**config.mk**
```make
export PLATFORM = sky130hd
export DESIGN_NAME = pbu_lock_regs
export DESIGN_NICKNAME = d
export VERILOG_FILES = /design/src/hw/pbu_pkg.sv /design/src/hw/pbu_ident_rom.sv /design/src/hw/pbu_lock_regs.sv
export SDC_FILE = /design/constraint.sdc
export NUM_CORES = 1
export LEC_CHECK = 0
export BUFFER_PORTS_ARGS = -buffer_cell sky130_fd_sc_hd__buf_2
export CAP_MARGIN = 20
export CORE_MARGIN = 2
export CORE_UTILIZATION = 46
export CTS_CLUSTER_DIAMETER = 120
export CTS_CLUSTER_SIZE = 30
export DETAILED_ROUTE_END_ITERATION = 10
export PLACE_DENSITY = 0.85
export SLEW_MARGIN = 20
export SYNTH_ARGS = -nofsm -noshare
export SYNTH_HDL_FRONTEND = slang
export SYNTH_SLANG_ARGS = --single-unit
```
**constraint.sdc**
```tcl
create_clock -name mclk -period 2.6 [get_ports mclk]
set_input_delay 0.39 -clock mclk [delete_from_list [all_inputs] [get_ports mclk]]
set_output_delay 0.39 -clock mclk [all_outputs]
set_load 0.005 [all_outputs]
```
**src/hw/pbu_pkg.sv**
```systemverilog
// Package for the patch unit lock and identification register bank.
// Assumes a single 200 MHz clock and a word-wide memory-mapped request.
package pbu_pkg;

  // Clock period in ns, kept for timing math
  localparam int PBU_CLK_PERIOD_NS = 5;

  // Unit region and register addresses
  localparam logic [31:0] PBU_REGION_BASE = 32'he0002000;
  localparam logic [31:0] PBU_REGION_MASK = 32'hfffff000;
  localparam logic [31:0] PBU_ADDR_LOCK_KEY = 32'he0002fb0;
  localparam logic [31:0] PBU_ADDR_LOCK_STATUS = 32'he0002fb4;
  localparam logic [31:0] PBU_ADDR_COMP_TYPE = 32'he0002fcc;
  localparam logic [31:0] PBU_ADDR_IDENT_0 = 32'he0002fe0;
  localparam logic [31:0] PBU_ADDR_IDENT_1 = 32'he0002fe4;
  localparam logic [31:0] PBU_ADDR_IDENT_2 = 32'he0002fe8;
  localparam logic [31:0] PBU_ADDR_IDENT_3 = 32'he0002fec;

  // Unlock key value
  localparam logic [31:0] PBU_UNLOCK_KEY = 32'hc5acce55;

  // Lock status field positions
  localparam int PBU_LSR_PRESENT_BIT = 0;
  localparam int PBU_LSR_SET_BIT = 1;
  localparam int PBU_LSR_NARROW_BIT = 2;
  localparam logic PBU_LSR_NARROW_VAL = 1'b0;

  // Lock reset value, set after cold reset
  localparam logic PBU_LOCK_RESET = 1'b1;

  // Component type fields, both read zero
  localparam logic [3:0] PBU_TYPE_SUB = 4'h0;
  localparam logic [3:0] PBU_TYPE_MAJOR = 4'h0;

  // Identification field positions
  localparam int PBU_ID2_STD_BIT = 3;
  localparam logic PBU_ID2_STD_VAL = 1'b1;

  // Access sizes on the bus
  typedef enum logic [1:0] {
    PBU_SZ_BYTE = 2'b00,
    PBU_SZ_HALF = 2'b01,
    PBU_SZ_WORD = 2'b10
  } pbu_size_t;

  // Register selected by an address
  typedef enum logic [2:0] {
    PBU_SEL_OTHER = 3'b000,
    PBU_SEL_KEY = 3'b001,
    PBU_SEL_STATUS = 3'b010,
    PBU_SEL_TYPE = 3'b011,
    PBU_SEL_ID0 = 3'b100,
    PBU_SEL_ID1 = 3'b101,
    PBU_SEL_ID2 = 3'b110,
    PBU_SEL_ID3 = 3'b111
  } pbu_sel_t;

  // Memory-mapped request
  typedef struct packed {
    logic valid;
    logic write;
    logic priv;
    logic dbg;
    pbu_size_t size;
    logic [31:0] addr;
    logic [31:0] wdata;
  } pbu_req_t;

  // Answer to a request
  typedef struct packed {
    logic valid;
    logic fault;
    logic [31:0] rdata;
  } pbu_rsp_t;

  // Write passed on to the rest of the unit
  typedef struct packed {
    logic valid;
    logic [31:0] addr;
    logic [31:0] wdata;
  } pbu_fwd_t;

endpackage

```
**src/hw/pbu_ident_rom.sv**
```systemverilog
// Constant values of the type and identification registers.
// Assumes the selector comes from the bank's address decode.
`timescale 1ns/1ps
module pbu_ident_rom import pbu_pkg::*; #(
  parameter logic [11:0] PART_NUM = 12'h5a1, // Arbitrary value
  parameter logic [6:0] MAKER_CODE = 7'h2b, // Arbitrary value
  parameter logic [3:0] COMP_REV = 4'h1,
  parameter logic [3:0] REV_AND = 4'h0,
  parameter logic [3:0] CUST_MOD = 4'h0
)(
  input wire pbu_sel_t sel,
  output logic [31:0] value
);

  // Field packing per register, upper bits zero
  always_comb begin
    value = 32'h0000_0000;
    case (sel)
      PBU_SEL_TYPE: begin
        value[7:0] = {PBU_TYPE_SUB, PBU_TYPE_MAJOR};
      end
      PBU_SEL_ID0: begin
        value[7:0] = PART_NUM[7:0];
      end
      PBU_SEL_ID1: begin
        value[7:0] = {MAKER_CODE[3:0], PART_NUM[11:8]};
      end
      PBU_SEL_ID2: begin
        value[7:4] = COMP_REV;
        value[PBU_ID2_STD_BIT] = PBU_ID2_STD_VAL;
        value[2:0] = MAKER_CODE[6:4];
      end
      PBU_SEL_ID3: begin
        value[7:0] = {REV_AND, CUST_MOD};
      end
      default: begin
        value = 32'h0000_0000;
      end
    endcase
  end

endmodule // pbu_ident_rom

```
**src/hw/pbu_lock_regs.sv**
```systemverilog
// Software lock, lock status, component type and identification
// registers of the patch and breakpoint unit.
// Assumes one memory-mapped request per cycle with a one-cycle answer,
// and that the rest of the unit takes its writes from unit_wr_q.
//
// Functional notes
// Component type reads zero in subtype and major type, upper bits zero.
// Software full-word write of unlock key clears the lock.
// Any other value written to the key register sets the lock.
// Debugger sees key and status registers read zero, writes ignored.
// Without the lock built, key and status read zero, ignore writes.
// Key register is write-only, 32 bits, at its fixed address.
// Lock set drops software unit writes; reads have no side effects.
// Cold reset leaves the lock set.
// Lock set bit reads zero for debugger or when lock absent.
// Lock present bit reads one only for software with lock built.
// Width indicator bit of the status register always reads zero.
// Unprivileged accesses fault instead of completing.
// Accessors use word accesses only; smaller sizes are undefined.
// Ident 0 holds part number bits 7 to 0.
// Ident 1 holds part number 11 to 8 and maker code 3 to 0.
// Ident 2 bit 3 reads one; bits 2 to 0 hold maker code 6 to 4.
// Ident 2 bits 7 to 4 hold the component revision.
// One copy of every register, shared by both security states.
// Ident registers may be made debugger-only, zero for software.
// Status and ident registers read-only, 32 bits, at fixed addresses.
// One lock flop masks software unit writes; debugger writes bypass.
`timescale 1ns/1ps
module pbu_lock_regs import pbu_pkg::*; #(
  parameter bit LOCK_BUILT = 1'b1,
  parameter bit ID_DEBUG_ONLY = 1'b0,
  parameter logic [11:0] PART_NUM = 12'h5a1, // Arbitrary value
  parameter logic [6:0] MAKER_CODE = 7'h2b, // Arbitrary value
  parameter logic [3:0] COMP_REV = 4'h1,
  parameter logic [3:0] REV_AND = 4'h0,
  parameter logic [3:0] CUST_MOD = 4'h0
)(
  input wire logic mclk,
  input wire logic nrst,
  input wire pbu_req_t bus_req,
  output pbu_rsp_t bus_rsp_q,
  output pbu_fwd_t unit_wr_q,
  output logic lock_set_flag_q
);

  // Address lies inside the unit's 4 KB region
  function automatic logic in_region(input logic [31:0] a);
    in_region = (a & PBU_REGION_MASK) == PBU_REGION_BASE;
  endfunction

  // Map an address to the register it selects
  function automatic pbu_sel_t decode(input logic [31:0] a);
    case (a)
      PBU_ADDR_LOCK_KEY: decode = PBU_SEL_KEY;
      PBU_ADDR_LOCK_STATUS: decode = PBU_SEL_STATUS;
      PBU_ADDR_COMP_TYPE: decode = PBU_SEL_TYPE;
      PBU_ADDR_IDENT_0: decode = PBU_SEL_ID0;
      PBU_ADDR_IDENT_1: decode = PBU_SEL_ID1;
      PBU_ADDR_IDENT_2: decode = PBU_SEL_ID2;
      PBU_ADDR_IDENT_3: decode = PBU_SEL_ID3;
      default: decode = PBU_SEL_OTHER;
    endcase
  endfunction

  // Identification register selector
  function automatic logic is_ident(input pbu_sel_t s);
    is_ident = (s == PBU_SEL_ID0) || (s == PBU_SEL_ID1) ||
               (s == PBU_SEL_ID2) || (s == PBU_SEL_ID3);
  endfunction

  logic lock_q;
  logic lock_on;
  pbu_sel_t sel;
  logic hit;
  logic granted;
  logic sw_side;
  logic key_wr;
  logic fwd_ok;
  logic id_visible;
  logic [31:0] rom_value;
  logic [31:0] rdata_d;

  // Request qualification; size is not examined
  always_comb begin
    sel = decode(bus_req.addr);
    hit = bus_req.valid && in_region(bus_req.addr);
    granted = hit && bus_req.priv;
    sw_side = !bus_req.dbg;
  end

  // Lock only counts when it is built
  assign lock_on = LOCK_BUILT && lock_q;

  // Key write from software only
  assign key_wr = granted && bus_req.write && sel == PBU_SEL_KEY &&
                  sw_side && LOCK_BUILT;

  // Software writes pass only while unlocked
  assign fwd_ok = granted && bus_req.write && sel == PBU_SEL_OTHER &&
                  (bus_req.dbg || !lock_on);

  // Ident visibility for software
  assign id_visible = !(ID_DEBUG_ONLY && sw_side);

  // Constant register contents
  pbu_ident_rom #(
    .PART_NUM(PART_NUM),
    .MAKER_CODE(MAKER_CODE),
    .COMP_REV(COMP_REV),
    .REV_AND(REV_AND),
    .CUST_MOD(CUST_MOD)
  ) u_rom (
    .sel(sel),
    .value(rom_value)
  );

  // Single lock flop, set at cold reset
  always_ff @(posedge mclk or negedge nrst) begin
    if (!nrst) begin
      lock_q <= PBU_LOCK_RESET;
    end else if (key_wr) begin
      lock_q <= (bus_req.wdata != PBU_UNLOCK_KEY);
    end
  end

  // Read data selection
  always_comb begin
    rdata_d = 32'h0000_0000;
    case (sel)
      PBU_SEL_STATUS: begin
        if (sw_side && LOCK_BUILT) begin
          rdata_d[PBU_LSR_PRESENT_BIT] = 1'b1;
          rdata_d[PBU_LSR_SET_BIT] = lock_q;
        end
        rdata_d[PBU_LSR_NARROW_BIT] = PBU_LSR_NARROW_VAL;
      end
      PBU_SEL_TYPE: begin
        rdata_d = rom_value;
      end
      PBU_SEL_ID0, PBU_SEL_ID1, PBU_SEL_ID2, PBU_SEL_ID3: begin
        if (id_visible) begin
          rdata_d = rom_value;
        end
      end
      PBU_SEL_KEY: begin
        rdata_d = 32'h0000_0000;
      end
      default: begin
        rdata_d = 32'h0000_0000;
      end
    endcase
  end

  // Answer, one cycle after the request
  always_ff @(posedge mclk or negedge nrst) begin
    if (!nrst) begin
      bus_rsp_q <= '0;
    end else begin
      bus_rsp_q.valid <= hit;
      bus_rsp_q.fault <= hit && !bus_req.priv;
      bus_rsp_q.rdata <= (granted && !bus_req.write) ? rdata_d : 32'h0000_0000;
    end
  end

  // Writes handed to the rest of the unit
  always_ff @(posedge mclk or negedge nrst) begin
    if (!nrst) begin
      unit_wr_q <= '0;
    end else begin
      unit_wr_q.valid <= fwd_ok;
      unit_wr_q.addr <= fwd_ok ? bus_req.addr : 32'h0000_0000;
      unit_wr_q.wdata <= fwd_ok ? bus_req.wdata : 32'h0000_0000;
    end
  end

  // Lock state seen by the rest of the unit
  always_ff @(posedge mclk or negedge nrst) begin
    if (!nrst) begin
      lock_set_flag_q <= PBU_LOCK_RESET && LOCK_BUILT;
    end else begin
      lock_set_flag_q <= LOCK_BUILT && (key_wr ? (bus_req.wdata != PBU_UNLOCK_KEY) : lock_q);
    end
  end

  // Helper: request qualifiers for the checks
  logic sw_key_ok;
  logic sw_key_bad;
  logic dbg_key_wr;
  logic sw_status_rd;
  logic dbg_status_rd;
  logic unpriv_req;
  logic locked_sw_wr;
  logic sw_id_rd;

  always_comb begin
    sw_key_ok = key_wr && bus_req.wdata == PBU_UNLOCK_KEY;
    sw_key_bad = key_wr && bus_req.wdata != PBU_UNLOCK_KEY;
    dbg_key_wr = granted && bus_req.write && sel == PBU_SEL_KEY && bus_req.dbg;
    sw_status_rd = granted && !bus_req.write && sel == PBU_SEL_STATUS && sw_side;
    dbg_status_rd = granted && !bus_req.write && sel == PBU_SEL_STATUS && bus_req.dbg;
    unpriv_req = hit && !bus_req.priv;
    locked_sw_wr = granted && bus_req.write && sw_side && lock_on;
    sw_id_rd = granted && !bus_req.write && is_ident(sel) && sw_side;
  end

  // Lock is set while held in reset and on the first edge after
  property p_lock_reset;
    @(posedge mclk) $rose(nrst) |-> lock_q && (lock_set_flag_q == LOCK_BUILT);
  endproperty
  a_lock_reset: assert property (p_lock_reset)
    else $error("lock not set after reset");

  // Correct key clears the lock, visible on lock_set_flag_q
  property p_unlock;
    @(posedge mclk) disable iff (!nrst)
    sw_key_ok |=> !lock_q && !lock_set_flag_q;
  endproperty
  a_unlock: assert property (p_unlock)
    else $error("unlock key did not clear lock");

  // Any other key sets the lock
  property p_relock;
    @(posedge mclk) disable iff (!nrst)
    sw_key_bad |=> lock_q && lock_set_flag_q;
  endproperty
  a_relock: assert property (p_relock)
    else $error("wrong key did not set lock");

  // Debugger key write reads zero and leaves the lock alone
  property p_dbg_key;
    @(posedge mclk) disable iff (!nrst)
    dbg_key_wr && !key_wr |=> $stable(lock_q) && bus_rsp_q.rdata == 32'h0000_0000;
  endproperty
  a_dbg_key: assert property (p_dbg_key)
    else $error("debugger key write took effect");

  // Software status read shows the lock and presence
  property p_sw_status;
    logic was_locked;
    @(posedge mclk) disable iff (!nrst)
    (sw_status_rd, was_locked = lock_q) |=>
      bus_rsp_q.valid && bus_rsp_q.rdata ==
      (LOCK_BUILT ? {29'h0, 1'b0, was_locked, 1'b1} : 32'h0000_0000);
  endproperty
  a_sw_status: assert property (p_sw_status)
    else $error("software status read wrong");

  // Debugger status read is all zero, width bit included
  property p_dbg_status;
    @(posedge mclk) disable iff (!nrst)
    dbg_status_rd |=> bus_rsp_q.rdata == 32'h0000_0000 && !bus_rsp_q.fault;
  endproperty
  a_dbg_status: assert property (p_dbg_status)
    else $error("debugger status read not zero");

  // Unprivileged access faults with no data and no forwarded write
  property p_unpriv;
    @(posedge mclk) disable iff (!nrst)
    unpriv_req |=> bus_rsp_q.valid && bus_rsp_q.fault &&
      bus_rsp_q.rdata == 32'h0000_0000 && !unit_wr_q.valid;
  endproperty
  a_unpriv: assert property (p_unpriv)
    else $error("unprivileged access not faulted");

  // Locked software writes never reach the unit
  property p_locked_drop;
    @(posedge mclk) disable iff (!nrst)
    locked_sw_wr |=> !unit_wr_q.valid;
  endproperty
  a_locked_drop: assert property (p_locked_drop)
    else $error("locked software write forwarded");

  // Forwarded write means debugger or unlocked software one cycle earlier
  property p_fwd_cause;
    @(posedge mclk) disable iff (!nrst)
    unit_wr_q.valid |-> $past(bus_req.dbg) || !$past(lock_on);
  endproperty
  a_fwd_cause: assert property (p_fwd_cause)
    else $error("forwarded write without permission");

  // Component type reads zero
  property p_type_zero;
    @(posedge mclk) disable iff (!nrst)
    granted && !bus_req.write && sel == PBU_SEL_TYPE |=> bus_rsp_q.rdata == 32'h0000_0000;
  endproperty
  a_type_zero: assert property (p_type_zero)
    else $error("component type not zero");

  // Ident 2 standard bit reads one when visible
  property p_id2_std;
    @(posedge mclk) disable iff (!nrst)
    granted && !bus_req.write && sel == PBU_SEL_ID2 && id_visible |=>
      bus_rsp_q.rdata[PBU_ID2_STD_BIT] && bus_rsp_q.rdata[31:8] == 24'h000000;
  endproperty
  a_id2_std: assert property (p_id2_std)
    else $error("ident 2 standard bit wrong");

  // Hidden ident reads zero for software
  property p_id_hidden;
    @(posedge mclk) disable iff (!nrst)
    sw_id_rd && ID_DEBUG_ONLY |=> bus_rsp_q.rdata == 32'h0000_0000;
  endproperty
  a_id_hidden: assert property (p_id_hidden)
    else $error("hidden ident visible to software");

  // Debugger writes to unit registers pass even while locked
  property p_dbg_pass;
    @(posedge mclk) disable iff (!nrst)
    granted && bus_req.write && bus_req.dbg && sel == PBU_SEL_OTHER |=> unit_wr_q.valid;
  endproperty
  a_dbg_pass: assert property (p_dbg_pass)
    else $error("debugger write was dropped");

  // Software writes are accepted while the lock is clear
  property p_sw_pass;
    @(posedge mclk) disable iff (!nrst)
    granted && bus_req.write && sw_side && !lock_q && sel == PBU_SEL_OTHER |=> unit_wr_q.valid;
  endproperty
  a_sw_pass: assert property (p_sw_pass)
    else $error("unlocked software write was dropped");

  // Status read keeps the width bit and all upper bits at zero
  property p_narrow_zero;
    @(posedge mclk) disable iff (!nrst)
    granted && !bus_req.write && sel == PBU_SEL_STATUS |=>
      !bus_rsp_q.rdata[PBU_LSR_NARROW_BIT] && bus_rsp_q.rdata[31:3] == 29'h0;
  endproperty
  a_narrow_zero: assert property (p_narrow_zero)
    else $error("status width or upper bits not zero");

  // Key register is write-only and reads zero
  property p_key_read_zero;
    @(posedge mclk) disable iff (!nrst)
    granted && !bus_req.write && sel == PBU_SEL_KEY |=> bus_rsp_q.valid && bus_rsp_q.rdata == 32'h0000_0000;
  endproperty
  a_key_read_zero: assert property (p_key_read_zero)
    else $error("key register read not zero");

  // Unlock then a forwarded software write
  c_unlock_write: cover property (@(posedge mclk) disable iff (!nrst)
    sw_key_ok ##1 (granted && bus_req.write && sw_side && sel == PBU_SEL_OTHER)
    ##1 unit_wr_q.valid);

  // Unlock followed by relock
  c_relock: cover property (@(posedge mclk) disable iff (!nrst)
    sw_key_ok ##[1:8] sw_key_bad);

  // Unprivileged fault answer
  c_fault: cover property (@(posedge mclk) disable iff (!nrst)
    unpriv_req ##1 bus_rsp_q.fault);

  // Debugger write passes while locked
  c_dbg_bypass: cover property (@(posedge mclk) disable iff (!nrst)
    lock_on && bus_req.dbg && granted && bus_req.write && sel == PBU_SEL_OTHER
    ##1 unit_wr_q.valid);

endmodule // pbu_lock_regs

```
==> results of run 1 <==
-- per-layer routing --
layer / vias up / routed length [um] / global-route usage (%)
li1: 1025 / - / -
met1: 1015 / 2570 / 22.6
met2: 130 / 3250 / 34.4
met3: 8 / 743 / 7.17
met4: 0 / 76 / 6.56
met5: - / 0 / 0
-- sequential cells by signal, indices dropped and copies added, names as in the netlist --
name             flops
unit_wr_q           65
bus_rsp_q            8
lock_set_flag_q      1
-- cell families (layout without fill, tap and decap cells) --
family / Yosys count / in the layout / share of synthesized area, %
AO/OA/AOI/OAI: 10 / 10 / 2.60
buffers and inverters: 39 / 166 / 8.59
flip-flops: 74 / 74 / 65.3
multiplexers: 2 / 2 / 0.793
other: 1 / 41 / 0.132
AND/OR/NAND/NOR: 95 / 95 / 22.6
-- power breakdown --
group	switching, mW	leakage, nW	internal [mW]	total (mW)
clock network	0.390	0.0903	0.373	0.763
logic	0.0794	1.24	0.0615	0.141
registers	0.00347	0.994	1.16	1.17
total	0.473	2.32	1.60	2.07
-- Yosys cell counts, types with 2 or more instances --
cell / count
dfrtp_1: 73
and3_1: 41
buf_4: 26
clkbuf_1: 11
and2_1: 7
nor4_1: 7
nor2_1: 6
nand2_1: 5
nand4_1: 4
nor3_1: 4
or4bb_1: 3
a21oi_1: 2
inv_1: 2
mux2_2: 2
nand3b_1: 2
nand4b_1: 2
o211a_1: 2
-- area by class of cell --
type,instances,share of cell area [%]
sequential,74,48.9
multi-input combinational,148,23.7
timing repair buffer,148,20.2
clock buffer,12,3.83
tap,75,2.48
clock inverter,4,0.727
inverter,2,0.198
-- critical path, delay by kind of cell --
kind | cells | cell delay [ns]
simple gates | 4 | 1.60
buf+inv | 1 | 0.10
compound gates | 1 | 0.14
-- path summary, 6_finish.rpt --
path	slack, ns	from	end	depth (start not counted)
hold reg to reg	0.56	lock_set_flag_q$_DFFE_PN1P_	bus_rsp_q[1]$_DFF_PN0_	2
min in group mclk	0.28	bus_req[32]	unit_wr_q[32]$_DFF_PN0_	2
setup reg to reg	1.24	lock_set_flag_q$_DFFE_PN1P_	unit_wr_q[27]$_DFF_PN0_	5
setup / recovery	0.62	bus_req[48]	bus_rsp_q[0]$_DFF_PN0_	6
hold / removal	0.09	nrst	unit_wr_q[9]$_DFF_PN0_	1
max in group asynchronous	1.77	nrst	lock_set_flag_q$_DFFE_PN1P_	2
-- stage by stage --
step / instance area, um2 / power (mW) / worst slack [ns] / hold WS, ns / cells
after CTS: 3790 / 2.10 / 0.627 / 0.100 / 463
after global routing: 3790 / 2.18 / 0.550 / 0.132 / 463
after floorplan: 2990 / 1.25 / 0.495 / 0.0944 / 261
after global placement: 3610 / 1.32 / 0.283 / 0.447 / 447
final: 3790 / 2.07 / 0.624 / 0.0939 / 463
after detailed placement: 3610 / 1.33 / 0.269 / 0.473 / 447
==> impl_metrics.py, run 1 <==
metrics = {
    "drt": {
        "antenna_left": 0,
        "first_pass_iters": 5,
        "drt_iter0_markers": 83,
        "avgRoutedWirePerCell_um": 14.3,
        "vias_per_cell": 4.70,
        "finalWirelength_um": 6640,
        "drc": 0,
        "vias": 2178,
    },
    "finish": {
        "seqCellArea_um2": 1850,
        "num-fill-cells": 476,
        "drive_above_1_share_pct": 45.4,
        "antenna_cells": 0,
        "multiInputGateArea_um2": 897,
        "final_util_pct": 63.6,
        "layout_common_cells": "buf_2 (144), dfrtp_1 (73), and3_1 (41), conb_1 (41), clkbuf_8 (10)",
        "nNetsFinal": 455,
        "layout_commonest_cell": "buf_2",
        "syn2layout_area_growth_pct": 33.4,
    },
    "setup_path": {
        "critPathArrivalTime_ns": 2.24,
        "slowest_delay_ns": 0.59,
        "crit_path_cell_trace": "buf_2 > nor4b_2 > nand3_2 > or4_4 > or4b_4 > o21ai_2",
        "path_max_fanout": 5,
        "start_kind": "input pin",
        "path_class": "in -> reg",
        "crit_slowest_cell": "or4_4",
        "endpoint_kind": "flip-flop",
        "critPathRequiredTime_ns": 2.86,
    },
    "die": {
        "ioPinCount": 172,
        "die_y_um": 82.6,
        "die_w_um": 82.6,
        "start_util_pct": 47.7,
        "design.die.area_um2": 6820,
        "core_area_um2": 5960,
        "num_rows": 28,
    },
    "clock_tree": {
        "clk_pin_slew_worst_paths_ns": 0.07,
        "cts_sinks": 74,
        "tritoncts": "built",
        "cts_resized": 0,
        "clock_latency_ns": 0.33,
        "numCtsBuffers": 9,
        "h-tree-depth": 3,
        "clock_path_buffers": 2,
        "root_buffer": "clkbuf_8",
        "post_cts_buffers": 0,
        "holdBufCountCts": 0,
    },
    "synth": {
        "yosysSeqAreaShare_pct": 65.3,
        "async_reset_ff_share_pct": 100,
        "ys_warn_count": 0,
        "yosysTopAreaCellShare_pct": 64.3,
        "ys_ff_latch": 74,
        "synth_edf_count": 0,
        "synth_top_cell_by_area": "dfrtp_1",
        "netlist_area_um2": 2840,
        "netlist_instances": 221,
        "synth.area.top_cells": "dfrtp_1 (64%), and3_1 (9.0%), buf_4 (6.9%)",
        "synth.avg_cell_area_um2": 12.8,
        "synth-main-ff-cell": "dfrtp_1",
        "synth.distinct_cells": 39,
    },
    "placement": {
        "gp_congestion": 0.795,
        "place_hpwl_um": 5010,
        "port_buffers": 144,
    },
    "timing": {
        "fin_crit_sh_pct": 76.0,
        "hold_viol_final": 0,
        "fin_tns_setup_ns": 0,
        "worst_pin_slew_ns": 0.697,
        "period_needed_ns": 1.98,
        "slew_violations": 0,
        "max-slew-margin-rel_pct": 53.5,
        "rsz0062_at_grt": "no",
        "setup_viol": 0,
        "clock.fmax_mhz": 506,
        "clock_skew_ns": 0.00558,
    },
    "global_route": {
        "antenna_found_initial": 0,
        "grt_pass1_wl_um": 9850,
        "grt_pass1_vias": 2065,
        "grt-ovfl-total": 0,
        "grt_max_degree": 46,
        "grt_use_total_pct": 19.8,
    },
    "power_and_ir_drop": {
        "p_per_area_nw_per_um2": 547,
        "leakagePower_nw": 2.32,
        "vdd_drop_max_uv": 381,
    },
    "run_status": {
        "run_status": "complete, no violations",
    },
    "hold_path": {
        "hp-class": "in -> async",
    },
    "flow_run": {
        "cap_violations": 0,
    },
}
(Power assumes the default switching activity.)
==> inputs of run 2 (changes only) <==
- ABC_AREA: unset -> 1
- CORE_UTILIZATION: 46 -> 44
- PLACE_DENSITY: 0.85 -> 0.8
- clock period: 2.6 -> 1.9 ns (I/O delays scaled with it)
==> impl_metrics.py, run 2 <==
metrics = {
    "clock_tree": {
        "cts_resized": 0,
        "post_cts_buffers": 0,
        "holdBufCountCts": 1,
        "root_buffer": "clkbuf_8",
        "numCtsBuffers": 9,
        "clk_pin_slew_worst_paths_ns": 0.07,
        "clock_path_buffers": 2,
        "tritoncts": "built",
        "cts_sinks": 74,
        "h-tree-depth": 3,
        "clock_latency_ns": 0.33,
    },
    "die": {
        "ioPinCount": 172,
        "start_util_pct": 45.2,
        "die_w_um": 87.1,
        "core_area_um2": 6720,
        "die_y_um": 87.1,
        "num_rows": 30,
        "design.die.area_um2": 7580,
    },
    "finish": {
        "nNetsFinal": 580,
        "drive_above_1_share_pct": 33.1,
        "layout_common_cells": "buf_2 (143), nor2_1 (83), dfrtp_1 (73), inv_1 (72), nand2_1 (50)",
        "antenna_cells": 0,
        "syn2layout_area_growth_pct": 33.2,
        "largest_reg_flops": 65,
        "layout_commonest_cell": "buf_2",
        "top_register": "unit_wr_q",
        "reg_top3": "unit_wr_q: 65 flops, bus_rsp_q: 8 flops, lock_set_flag_q: 1 flops",
    },
    "synth": {
        "yosysSeqAreaShare_pct": 61.0,
        "yosysMostFrequentCell": "nor2_1",
        "synth_edf_count": 0,
        "async_reset_ff_share_pct": 100,
        "ys_ff_latch": 74,
        "synth.area.top_cells": "dfrtp_1 (60%), nor2_1 (10%), inv_1 (8.9%)",
        "ys_warn_count": 0,
        "synth_top_cell_by_area": "dfrtp_1",
        "synth-main-ff-cell": "dfrtp_1",
        "netlist_area_um2": 3040,
        "yosysTopAreaCellShare_pct": 60.2,
        "netlist_instances": 339,
        "synth.distinct_cells": 19,
        "synth.avg_cell_area_um2": 8.95,
        "synth_common_cells": "nor2_1 (83), dfrtp_1 (73), inv_1 (72)",
    },
    "setup_path": {
        "crit_slowest_cell": "nor2_1",
        "r2r_start": "lock_set_flag_q$_DFFE_PN1P_",
        "endpoint_kind": "flip-flop",
        "ff2ff_setup_slack_ns": 0.66,
        "worst_r2r_endpoint": "unit_wr_q[28]$_DFF_PN0_",
        "path_class": "in -> reg",
        "start_kind": "input pin",
        "reg2reg_depth": 6,
        "path_max_fanout": 30,
        "critPathArrivalTime_ns": 1.66,
        "crit_path_cell_trace": "buf_2 > nor2_1 > inv_1 > nor2_2 > nand2_1 > nor2_2 > nand2_1 > nor2_1 > nor2_1 > nand3_2 > buf_12 > nor2_1",
        "slowest_delay_ns": 0.20,
        "critPathRequiredTime_ns": 2.12,
        "cpMostUsedCell": "nor2_1",
    },
    "hold_path": {
        "hp-class": "in -> reg",
        "min_delay_path_depth": 3,
        "min-delay-start": "bus_req[12]",
        "hold_end": "unit_wr_q[12]$_DFF_PN0_",
    },
    "power_and_ir_drop": {
        "p_per_area_nw_per_um2": 721,
        "leakagePower_nw": 2.60,
        "vdd_drop_max_uv": 253,
        "finalPower_mw": 2.92,
    },
    "timing": {
        "period_needed_ns": 1.44,
        "setup_viol": 0,
        "worst_slack_ns": 0.459,
        "hold_viol_final": 0,
        "rsz0062_at_grt": "no",
        "fin_crit_sh_pct": 75.8,
        "clock_skew_ns": 0.0101,
        "fin_tns_setup_ns": 0,
        "hold_slack_ns": 0.170,
        "clock.fmax_mhz": 694,
        "slew_violations": 0,
    },
    "drt": {
        "first_pass_iters": 4,
        "finalWirelength_um": 6730,
        "vias_per_cell": 4.24,
        "met3WireLength_um": 615,
        "drc": 0,
        "wl_met2_um": 3370,
        "wl_met1_um": 2690,
        "avgRoutedWirePerCell_um": 11.3,
        "drt_iter0_markers": 49,
        "highest_layer": "met4",
        "vias": 2512,
        "antenna_left": 0,
    },
    "global_route": {
        "grt_pass1_wl_um": 10600,
        "grt_max_degree": 35,
        "grt_use_total_pct": 18.3,
        "grt-ovfl-total": 0,
        "antenna_found_initial": 0,
        "grt_pass1_vias": 2387,
    },
    "placement": {
        "dp_slack_ns": 0.135,
        "port_buffers": 144,
        "gp_congestion": 0.785,
        "place_hpwl_um": 5470,
    },
    "run_status": {
        "run_status": "complete, no violations",
    },
    "flow_run": {
        "cap_violations": 0,
    },
}
[run 2: per-layer routing]
metal | GRT usage (%) | up-vias
met5 | 0 | -
met4 | 5.82 | 0
met3 | 5.02 | 4
met2 | 32.3 | 136
met1 | 21.4 | 1115
li1 | - | 1257
[run 2: power by group]
| group | leakage [nW] | switching [mW] | internal [mW] |
|---|---|---|---|
| Sequential | 0.994 | 0.00404 | 1.59 |
| Combinational | 1.52 | 0.132 | 0.0880 |
| Clock | 0.0919 | 0.550 | 0.549 |
[run 2: cell families (layout without fill, tap and decap cells)]
kind of cell	Yosys count	in the layout	synth area share, %
compound gates	3	3	0.577
flops	74	74	61.0
buf+inv	103	237	16.6
other cells	1	41	0.124
simple gates	158	158	21.7
[run 2: stage by stage]
stage                     area [um2]  instances  util (%)
after floorplan                 3190        379         -
after global placement          3840        576      57.2
after detailed placement        3840        576      57.2
after CTS                       4040        593      60.2
after global routing            4040        593      60.2
final                           4040        593      60.2
[run 2: area by class of cell]
class	count	area, um2
clock buffers	11	151
clock inverters	5	37.5
fillers	596	2680
inverters	72	270
multi-input cells	202	830
flip-flops and latches	74	1850
well taps	80	100
repair buffers	149	801
[run 2: critical path, delay by kind of cell]
family	cells	cell delay (ns)
buffers and inverters	3	0.35
and+or+nand+nor	9	1.02
[run 2: worst max-delay path by stage]
| stage | start | endpoint | slack [ns] | cells after the start |
|---|---|---|---|---|
| floorplan | bus_req[52] | unit_wr_q[20]$_DFF_PN0_ | 0.41 | 12 |
| global placement | bus_req[53] | unit_wr_q[11]$_DFF_PN0_ | 0.19 | 12 |
| detailed placement | bus_req[53] | unit_wr_q[29]$_DFF_PN0_ | 0.14 | 12 |
| CTS | bus_req[53] | unit_wr_q[29]$_DFF_PN0_ | 0.49 | 12 |
| global route | bus_req[32] | unit_wr_q[27]$_DFF_PN0_ | 0.30 | 12 |
| finish | bus_req[52] | unit_wr_q[28]$_DFF_PN0_ | 0.46 | 12 |
==> inputs of run 3 (changes only) <==
- clock period: 1.9 -> 1.36 ns (I/O delays scaled with it)
==> impl_metrics.py, run 3 (synthesized netlist as in run 2, its figures left out) <==
metrics = {
    "global_route": {
        "antenna_found_initial": 0,
        "grt_pass1_wl_um": 10700,
        "grt_pass1_vias": 2464,
        "grt_use_total_pct": 18.6,
        "grt-ovfl-total": 0,
        "grt_max_degree": 36,
    },
    "drt": {
        "vias": 2690,
        "vias_per_cell": 4.30,
        "drc": 0,
        "avgRoutedWirePerCell_um": 11.3,
        "first_pass_iters": 4,
        "finalWirelength_um": 7080,
        "antenna_left": 0,
        "drt_iter0_markers": 53,
    },
    "timing": {
        "clock_skew_ns": 0.00624,
        "hold_slack_ns": 0.0678,
        "rsz0062_at_grt": "no",
        "slew_violations": 0,
        "worst_slack_ns": 0.118,
        "period_needed_ns": 1.24,
        "setup_viol": 0,
        "hold_viol_final": 0,
        "fin_crit_sh_pct": 91.3,
        "clock.fmax_mhz": 805,
    },
    "clock_tree": {
        "numCtsBuffers": 9,
        "clock_path_buffers": 2,
        "h-tree-depth": 3,
        "cts_sinks": 74,
        "root_buffer": "clkbuf_8",
        "clk_pin_slew_worst_paths_ns": 0.08,
        "clock_latency_ns": 0.33,
        "tritoncts": "built",
        "post_cts_buffers": 0,
    },
    "die": {
        "ioPinCount": 172,
        "die_y_um": 87.1,
        "start_util_pct": 45.2,
        "num_rows": 30,
        "design.die.area_um2": 7580,
        "core_area_um2": 6720,
        "die_w_um": 87.1,
    },
    "power_and_ir_drop": {
        "p_per_area_nw_per_um2": 987,
        "vdd_drop_max_uv": 484,
        "leakagePower_nw": 2.78,
    },
    "finish": {
        "reg_top3": "unit_wr_q: 65 flops, bus_rsp_q: 8 flops, lock_set_flag_q: 1 flops",
        "final_cells": 626,
        "layout_commonest_cell": "buf_2",
        "drive_above_1_share_pct": 39.2,
        "multiInputGateArea_um2": 867,
        "seqCellArea_um2": 1850,
        "antenna_cells": 0,
        "layout_common_cells": "buf_2 (143), nor2_1 (73), dfrtp_1 (73), inv_1 (72), nand2_1 (47)",
        "nNetsFinal": 613,
        "syn2layout_area_growth_pct": 43.2,
        "final_cell_area_um2": 4350,
        "num-fill-cells": 556,
        "largest_reg_flops": 65,
        "final_util_pct": 64.7,
        "top_register": "unit_wr_q",
    },
    "placement": {
        "place_hpwl_um": 5640,
        "port_buffers": 144,
        "placed_area_um2": 4120,
        "placed_cells": 609,
        "dp_slack_ns": -0.258,
        "gp_congestion": 0.879,
    },
    "hold_path": {
        "hp-class": "in -> reg",
        "min_delay_path_depth": 2,
        "min-delay-start": "bus_req[67]",
        "hold_end": "bus_rsp_q[32]$_DFF_PN0_",
    },
    "setup_path": {
        "critPathArrivalTime_ns": 1.46,
        "reg2reg_depth": 6,
        "critPathRequiredTime_ns": 1.58,
        "ff2ff_setup_slack_ns": 0.12,
        "path_class": "reg -> reg",
        "start_kind": "flip-flop",
        "path_max_fanout": 25,
        "startpoint": "lock_set_flag_q$_DFFE_PN1P_",
        "worst_r2r_endpoint": "unit_wr_q[11]$_DFF_PN0_",
        "r2r_start": "lock_set_flag_q$_DFFE_PN1P_",
        "endpoint_kind": "flip-flop",
    },
    "flow_run": {
        "cap_violations": 0,
    },
    "run_status": {
        "run_status": "complete, no violations",
    },
}
==> run 3: changes by cell type in the layout (fill, tap and decap cells not counted), sizes merged <==
cell / delta
buf: +33
bufinv: +1
clkbuf: +1
clkinvlp: -1
inv: -1
==> run 3: timing repair <==
| action | 4_1_cts | 5_1_grt |
|---|---|---|
| setup endpoints to repair | 0 | 50 |
| endpoints found under the hold margin | 23 | 0 |
| gates resized for setup | 0 | 7 |
| hold buffers | 1 | 0 |
==> run 3: through the flow <==
step | TNS, ns | power (mW)
finish | 0 | 4.29
global route | 0 | 4.46
detailed placement | -12.58 | 2.64
floorplan | 0 | 2.43
global placement | -9.39 | 2.63
CTS | 0 | 4.33
==> run 3: worst max-delay path: stages (launching register included) <==
cell	delay [ns]
dfstp_2	0.54
inv_1	0.04
nor2_1	0.10
nor2_1	0.08
nand3_2	0.12
buf_12	0.17
nor2_1	0.06
==> run 3: power breakdown <==
group | leakage (nW) | switching (mW) | internal, mW
logic | 1.69 | 0.200 | 0.168
registers | 0.994 | 0.00558 | 2.22
clock network | 0.0966 | 0.794 | 0.900
total | 2.78 | 0.999 | 3.29
==> run 3: how the worst max path moves through the flow <==
stage / end / slack [ns] / depth (start not counted)
2_1_floorplan: unit_wr_q[20]$_DFF_PN0_ / 0.005 / 12
3_3_place_gp: unit_wr_q[0]$_DFF_PN0_ / -0.20 / 12
3_5_place_dp: unit_wr_q[11]$_DFF_PN0_ / -0.26 / 12
4_1_cts: unit_wr_q[11]$_DFF_PN0_ / 0.10 / 12
5_1_grt: bus_rsp_q[4]$_DFF_PN0_ / 0.006 / 12
6_report: unit_wr_q[11]$_DFF_PN0_ / 0.12 / 6
==> run 3: per-layer routing <==
layer  wire [um]  track usage, %  part of all wire [%]
met5           0               0                     0
met4          83            6.68                   1.2
met3         600            4.93                   8.5
met2        3600            33.9                    51
met1        2800            20.6                    40
==> run 3: cell type report <==
class / instances / share of cell area, %
tap: 80 / 2.30
multi-input combinational: 202 / 19.9
sequential: 74 / 42.6
clock buffer: 12 / 3.34
inverter: 72 / 6.22
clock inverter: 4 / 1.18
timing repair buffer: 182 / 24.4
